## config.mk

```make
export PLATFORM = sky130hd
export DESIGN_NAME = peripheral_irq_flag_enable_priority
export DESIGN_NICKNAME = d
export VERILOG_FILES = /design/src/irq_bank_pkg.sv /design/src/peripheral_irq_flag_enable_priority.sv
export SDC_FILE = /design/constraint.sdc
export NUM_CORES = 1
export LEC_CHECK = 0
export BUFFER_PORTS_ARGS = -buffer_cell sky130_fd_sc_hd__buf_2
export CAP_MARGIN = 15
export CORE_MARGIN = 3
export CORE_UTILIZATION = 51
export CTS_BUF_LIST = sky130_fd_sc_hd__clkbuf_4 sky130_fd_sc_hd__clkbuf_8
export DETAILED_ROUTE_END_ITERATION = 6
export PLACE_DENSITY = 0.88
export SYNTH_ARGS = -nofsm -noshare
export SYNTH_HDL_FRONTEND = slang
export SYNTH_SLANG_ARGS = --single-unit
```

## constraint.sdc

```tcl
create_clock -name clk_i -period 1.9 [get_ports clk_i]
set_clock_uncertainty 0.05 [all_clocks]
set_input_delay 0.38 -clock clk_i [delete_from_list [all_inputs] [get_ports clk_i]]
set_output_delay 0.38 -clock clk_i [all_outputs]
set_load 0.005 [all_outputs]
```

## src/irq_bank_pkg.sv

```systemverilog
`default_nettype none
package irq_bank_pkg;
  localparam logic [7:0] OFS_FLAGS2 = 8'h00;
  localparam logic [7:0] OFS_FLAGS3 = 8'h04;
  localparam logic [7:0] OFS_ENABLE1 = 8'h08;
  localparam logic [7:0] OFS_ENABLE2 = 8'h0C;
  localparam logic [7:0] OFS_ENABLE3 = 8'h10;
  localparam logic [7:0] OFS_PRIORITY1 = 8'h14;
  localparam logic [7:0] OFS_CONTROL = 8'h18;
  localparam logic [7:0] OFS_STATUS = 8'h1C;

  localparam logic [7:0] MASK_GROUP2 = 8'h5F;
  localparam logic [7:0] MASK_GROUP3 = 8'h3F;
  localparam logic [7:0] MASK_GROUP3_SW = 8'h0F;
  localparam logic [7:0] MASK_CONTROL = 8'hC0;
  localparam logic [7:0] MASK_PARALLEL = 8'h80;

  localparam int B_CMP = 6;
  localparam int B_NVM = 4;
  localparam int B_BCL = 3;
  localparam int B_LVD = 2;
  localparam int B_TMR3 = 1;
  localparam int B_CCP2 = 0;
  localparam int B_RX2 = 5;
  localparam int B_TX2 = 4;
  localparam int B_TMR4 = 3;
  localparam int B_PLE = 7;
  localparam int B_PGE = 6;

  localparam logic [7:0] RST_FLAGS = 8'h00;
  localparam logic [7:0] RST_ENABLE = 8'h00;
  localparam logic [7:0] RST_PRIORITY1 = 8'hFF;
  localparam logic [7:0] RST_CONTROL = 8'h00;
  localparam logic [31:0] RST_RDATA = 32'h0000_0000;
  localparam logic [23:0] PAD_ZERO = 24'h00_0000;

  typedef struct packed {
    logic cmp_level;
    logic nvm_busy;
    logic nvm_done;
    logic bus_collision;
    logic low_voltage;
    logic timer3_overflow;
    logic capcmp2_event;
    logic capcmp2_pwm;
  } group2_events_s;

  typedef struct packed {
    logic rx_full;
    logic tx_empty;
    logic timer4_event;
    logic [2:0] capcmp345_event;
    logic [2:0] capcmp345_pwm;
  } group3_events_s;
endpackage : irq_bank_pkg
`default_nettype wire

```

## src/peripheral_irq_flag_enable_priority.sv

```systemverilog
// Local design decisions: the Wishbone slave port and the register addresses.
`default_nettype none
module peripheral_irq_flag_enable_priority
  import irq_bank_pkg::*;
(
  input wire logic clk_i,
  input wire logic rst_i,
  input wire logic cyc_i,
  input wire logic stb_i,
  input wire logic we_i,
  input wire logic [7:0] adr_i,
  input wire logic [3:0] sel_i,
  input wire logic [31:0] dat_i,
  output logic ack_o,
  output logic [31:0] dat_o,
  input wire logic [7:0] group1_flags_i,
  input wire logic parallel_port_active_i,
  input wire group2_events_s group2_events_i,
  input wire group3_events_s group3_events_i,
  output logic irq_high_o,
  output logic irq_low_o
);

  ////////////////////////////////////////////////////////////////////////////
  // wishbone slave
  logic ack_q;
  logic ack_d;
  logic [31:0] rdata_q;
  logic [31:0] rdata_d;
  logic [7:0] read_mux;
  logic wr_commit;
  logic wr_flags2;
  logic wr_flags3;
  logic wr_enable1;
  logic wr_enable2;
  logic wr_enable3;
  logic wr_priority1;
  logic wr_control;

  logic [7:0] flags2_q;
  logic [7:0] flags2_d;
  logic [7:0] flags3_q;
  logic [7:0] flags3_d;
  logic [7:0] enable1_q;
  logic [7:0] enable1_d;
  logic [7:0] enable2_q;
  logic [7:0] enable2_d;
  logic [7:0] enable3_q;
  logic [7:0] enable3_d;
  logic [7:0] priority1_q;
  logic [7:0] priority1_d;
  logic [7:0] control_q;
  logic [7:0] control_d;
  logic cmp_prev_q;
  logic cmp_prev_d;
  logic cmp_armed_q;
  logic cmp_armed_d;
  logic irq_high_q;
  logic irq_high_d;
  logic irq_low_q;
  logic irq_low_d;
  logic [7:0] psp_gate;

  assign wr_commit = cyc_i && stb_i && we_i && ack_q && sel_i[0];
  assign wr_flags2 = wr_commit && (adr_i == OFS_FLAGS2);
  assign wr_flags3 = wr_commit && (adr_i == OFS_FLAGS3);
  assign wr_enable1 = wr_commit && (adr_i == OFS_ENABLE1);
  assign wr_enable2 = wr_commit && (adr_i == OFS_ENABLE2);
  assign wr_enable3 = wr_commit && (adr_i == OFS_ENABLE3);
  assign wr_priority1 = wr_commit && (adr_i == OFS_PRIORITY1);
  assign wr_control = wr_commit && (adr_i == OFS_CONTROL);

  // parallel port bits only count in microcontroller mode
  assign psp_gate = parallel_port_active_i ? 8'hFF : ~MASK_PARALLEL;

  always_comb
  begin
    unique case (adr_i)
      OFS_FLAGS2: read_mux = flags2_q & MASK_GROUP2;
      OFS_FLAGS3: read_mux = flags3_q & MASK_GROUP3;
      OFS_ENABLE1: read_mux = enable1_q;
      OFS_ENABLE2: read_mux = enable2_q & MASK_GROUP2;
      OFS_ENABLE3: read_mux = enable3_q & MASK_GROUP3;
      OFS_PRIORITY1: read_mux = priority1_q;
      OFS_CONTROL: read_mux = control_q;
      OFS_STATUS: read_mux = {6'h00, irq_high_q, irq_low_q};
      default: read_mux = 8'h00;
    endcase
  end

  always_comb
  begin
    ack_d = cyc_i && stb_i && !ack_q;
    rdata_d = rdata_q;
    if (ack_d)
    begin
      rdata_d = we_i ? RST_RDATA : {PAD_ZERO, read_mux};
    end
  end

  always_ff @(posedge clk_i)
  begin
    if (rst_i)
    begin
      ack_q <= 1'b0;
      rdata_q <= RST_RDATA;
    end
    else
    begin
      ack_q <= ack_d;
      rdata_q <= rdata_d;
    end
  end

  assign ack_o = ack_q;
  assign dat_o = rdata_q;

  ////////////////////////////////////////////////////////////////////////////
  // request flags
  always_comb
  begin
    logic [7:0] set2;
    logic [7:0] set3;
    logic [7:0] base2;
    logic [7:0] base3;
    set2 = 8'h00;
    set3 = 8'h00;
    base2 = wr_flags2 ? dat_i[7:0] : flags2_q;
    base3 = wr_flags3 ? dat_i[7:0] : flags3_q;
    cmp_prev_d = group2_events_i.cmp_level;
    // no compare in the first cycle after reset, so a high input is no change
    cmp_armed_d = 1'b1;
    // flags set regardless of enables; set wins over a clearing write
    set2[B_CMP] = cmp_armed_q && (group2_events_i.cmp_level != cmp_prev_q);
    set2[B_NVM] = group2_events_i.nvm_done;
    set2[B_BCL] = group2_events_i.bus_collision;
    set2[B_LVD] = group2_events_i.low_voltage;
    set2[B_TMR3] = group2_events_i.timer3_overflow;
    set2[B_CCP2] = group2_events_i.capcmp2_event && !group2_events_i.capcmp2_pwm;
    set3[B_TMR4] = group3_events_i.timer4_event;
    set3[2:0] = group3_events_i.capcmp345_event & ~group3_events_i.capcmp345_pwm;
    flags2_d = (base2 | set2) & MASK_GROUP2;
    if (group2_events_i.nvm_busy)
    begin
      flags2_d[B_NVM] = 1'b0;
    end
    flags3_d = (base3 | set3) & MASK_GROUP3_SW;
    flags3_d[B_RX2] = group3_events_i.rx_full;
    flags3_d[B_TX2] = group3_events_i.tx_empty;
  end

  always_ff @(posedge clk_i)
  begin
    if (rst_i)
    begin
      flags2_q <= RST_FLAGS;
      flags3_q <= RST_FLAGS;
      cmp_prev_q <= 1'b0;
      cmp_armed_q <= 1'b0;
    end
    else
    begin
      flags2_q <= flags2_d;
      flags3_q <= flags3_d;
      cmp_prev_q <= cmp_prev_d;
      cmp_armed_q <= cmp_armed_d;
    end
  end

  ////////////////////////////////////////////////////////////////////////////
  // enables, priority, control
  always_comb
  begin
    enable1_d = wr_enable1 ? dat_i[7:0] : enable1_q;
    enable2_d = wr_enable2 ? (dat_i[7:0] & MASK_GROUP2) : enable2_q;
    enable3_d = wr_enable3 ? (dat_i[7:0] & MASK_GROUP3) : enable3_q;
    priority1_d = wr_priority1 ? dat_i[7:0] : priority1_q;
    control_d = wr_control ? (dat_i[7:0] & MASK_CONTROL) : control_q;
  end

  always_ff @(posedge clk_i)
  begin
    if (rst_i)
    begin
      enable1_q <= RST_ENABLE;
      enable2_q <= RST_ENABLE;
      enable3_q <= RST_ENABLE;
      priority1_q <= RST_PRIORITY1;
      control_q <= RST_CONTROL;
    end
    else
    begin
      enable1_q <= enable1_d;
      enable2_q <= enable2_d;
      enable3_q <= enable3_d;
      priority1_q <= priority1_d;
      control_q <= control_d;
    end
  end

  ////////////////////////////////////////////////////////////////////////////
  // request steering to the core
  always_comb
  begin
    logic [7:0] pend1;
    logic pend_rest;
    logic pend_any;
    pend1 = group1_flags_i & enable1_q & psp_gate;
    pend_rest = |(flags2_q & enable2_q) || |(flags3_q & enable3_q);
    pend_any = |pend1 || pend_rest;
    if (control_q[B_PLE])
    begin
      // groups two and three steer to the high class
      irq_high_d = |(pend1 & priority1_q) || pend_rest;
      irq_low_d = |(pend1 & ~priority1_q);
    end
    else
    begin
      // single class, priority bits ignored
      irq_high_d = control_q[B_PGE] && pend_any;
      irq_low_d = 1'b0;
    end
  end

  always_ff @(posedge clk_i)
  begin
    if (rst_i)
    begin
      irq_high_q <= 1'b0;
      irq_low_q <= 1'b0;
    end
    else
    begin
      irq_high_q <= irq_high_d;
      irq_low_q <= irq_low_d;
    end
  end

  assign irq_high_o = irq_high_q;
  assign irq_low_o = irq_low_q;
endmodule : peripheral_irq_flag_enable_priority
`default_nettype wire

```

==> results.toml <==
[logic_synthesis]
synthTopCellsByArea = "dfxtp_1 39%, mux2i_1 8.1%, buf_4 6.6%, nand2_1 6.2%, nand3_1 4.6%"
async_flop_share_pct = 0
syn_avg_cell_area_um2 = 8.60
ys_seq_area_share_pct = 38.7
synth_top_area_share_pct = 38.7
yosysUniqueCellTypes = 46
synthFlopType = "dfxtp_1"
syn_inst = 331
yosys_warnings = 0
yosys.area.top_type = "dfxtp_1"
synth_edf_count = 0
synth_area_um2 = 2850
ys_ff_latch = 55

[worst_setup_path]
path_max_fanout = 10
criticalPathCategory = "flip-flop to flip-flop"
rr_endpoint = "flags2_q[4]$_SDFF_PP0_"
cp.arrival_ns = 1.86
startpoint_type = "flip-flop"
reg2reg_depth = 5
end_kind = "flip-flop"
r2r_slack_ns = 0.17
critPathRequiredTime_ns = 2.04
reg2reg_from = "ack_o$_SDFF_PP0_"

[sta]
final.hold.worst_slack_ns = 0.190
setup_viol_count_final = 0
final.min_clock_period_ns = 1.73
slew_violations = 0
fin_crit_sh_pct = 90.9
rsz0062_at_grt = "no"
hold_viol = 0
max_freq_ghz = 0.579
tns_ns = 0

[global_route]
grt_max_degree = 23
track_usage_pct = 23.9
gr-total-overflow = 0
antenna_found_initial = 0
grt_pass1_wl_um = 12100
first_global_vias = 2507

[cts]
cts_buffer_depth = 2
post_cts_buffers = 0
cts_hold_buf = 0
cts_tree = "yes"
clk_pin_slew_ns = 0.10
cts.sinks = 55
postCtsResizedCells = 0
cts_root_buf = "clkbuf_8"
h-tree-depth = 2
clkLatencyLatePin_ns = 0.31
cts_buffers = 5

[run_status]
outcome = "finished, final reports clean"

[place]
place_area_um2 = 3160
gp_congestion = 0.886
io_buffers = 58
dp_hpwl_um = 5970

[detailed_routing]
num_vias = 2685
routed_via_density = 5.77
drtPass1Iterations = 5
ant_nets = 0
drc = 0
wirelength_um = 7630
drt-initial-drc-count = 254
routedWlPerCell_um = 16.4

[layout]
area_growth_pct = 14.5
fin_area_um2 = 3260
diodes = 0
final_core_util_pct = 62.2
fillCellCount = 478
multi_input_area_um2 = 1570
mostFrequentLayoutCells = "58 x buf_2, 55 x dfxtp_1, 47 x nand2_1"
nets = 469
final_common_cell = "buf_2"
regArea_um2 = 1100
drive_gt1_share_pct = 24.8

[power]
p_per_area_nw_per_um2 = 642
power.total_w = 0.00209
p_leak_nw = 1.45
ir_drop_uv = 423

[floorplanning]
io_pins = 110
die_h_um = 80.7
rows = 26
start_util_pct = 54.3
die-area_um2 = 6510
core-area_um2 = 5240
die_w_um = 80.7

[worst_hold_path]
min_from = "group2_events_i[6]"
hold_end = "flags2_q[4]$_SDFF_PP0_"
hold_class = "primary input to flip-flop"
hold_depth = 2

[flow_run]
max-cap-violations = 0
## per-stage QoR
stage,instances,setup slack [ns]
3_5_place_dp,457,-0.125
3_3_place_gp,457,-0.0688
2_1_floorplan,354,0.219
4_1_cts,465,0.151
5_1_grt,465,0.0200
6_report,465,0.173
## cell type report
cell class	instances	area share (%)
timing repair buffer	72	12.1
clock buffer	6	2.53
inverter	3	0.345
multi-input combinational	257	48.0
tap	70	2.69
sequential	55	33.8
clock inverter	2	0.499
## sequential cells by signal (all words and copies together) (netlist names)
name / count
flags2_q: 6
enable2_q: 6
enable1_q: 8
priority1_q: 8
cmp_armed_q: 1
dat_o: 8
enable3_q: 6
irq_high_o: 1
cmp_prev_q: 1
irq_low_o: 1
flags3_q: 6
control_q: 2
ack_o: 1
## metal layers
layer	GRT usage, %	vias up	part of all wire (%)
met2	42.1	148	49
met3	4.37	14	8.2
met1	29.8	1252	41
met5	0	-	0
li1	-	1271	-
met4	7.09	0	1.8
## worst max path at each step
stage | from | to | slack, ns
final | ack_o$_SDFF_PP0_ | flags2_q[4]$_SDFF_PP0_ | 0.17
after global routing | ack_o$_SDFF_PP0_ | flags2_q[4]$_SDFF_PP0_ | 0.02
after CTS | ack_o$_SDFF_PP0_ | flags2_q[4]$_SDFF_PP0_ | 0.15
after detailed placement | adr_i[5] | flags2_q[4]$_SDFF_PP0_ | -0.13
after global placement | adr_i[5] | enable2_q[0]$_SDFFE_PP0P_ | -0.07
after floorplan | adr_i[5] | enable2_q[0]$_SDFFE_PP0P_ | 0.22
## kinds of logic after synthesis
group,after synthesis,share of synthesized area [%]
buffers and inverters,42,9.36
other,1,0.132
xor gates and xnor gates,1,0.308
muxes,30,12.0
AOI/OAI and AO/OA,65,15.3
and+or+nand+nor,137,24.2
DFF,55,38.7
## critical path: stages, from the launching register on
cell       delay [ns]
dfxtp_1          0.38
nand3_1          0.15
nor4_4           0.39
nand2_2          0.26
nor3_1           0.28
a2111oi_2        0.10
## synth_stat cells (2+ instances only)
cell / count
nand3_1: 26
and3_1: 3
nor4_1: 3
a211oi_1: 4
nor2_1: 23
o21ai_0: 4
a21o_1: 2
a22oi_1: 2
inv_1: 2
a221oi_1: 5
nand2_1: 47
nor3_1: 8
a31oi_1: 4
mux2i_1: 23
nand2b_1: 4
a21oi_1: 25
mux2_2: 4
nor4_2: 2
nor2b_1: 6
a22o_1: 8
buf_2: 6
mux4_2: 3
buf_4: 25
o22ai_1: 5
clkbuf_1: 6
dfxtp_1: 55
nand4_1: 5
nand2_2: 3
## power breakdown
part / internal, W / leakage [nW] / switching [W]
registers: 0.00117 / 0.447 / 0.0000192
logic: 0.0000909 / 0.956 / 0.000130
clock network: 0.000298 / 0.0474 / 0.000384
Note: power is estimated with default switching activity, not from simulation.
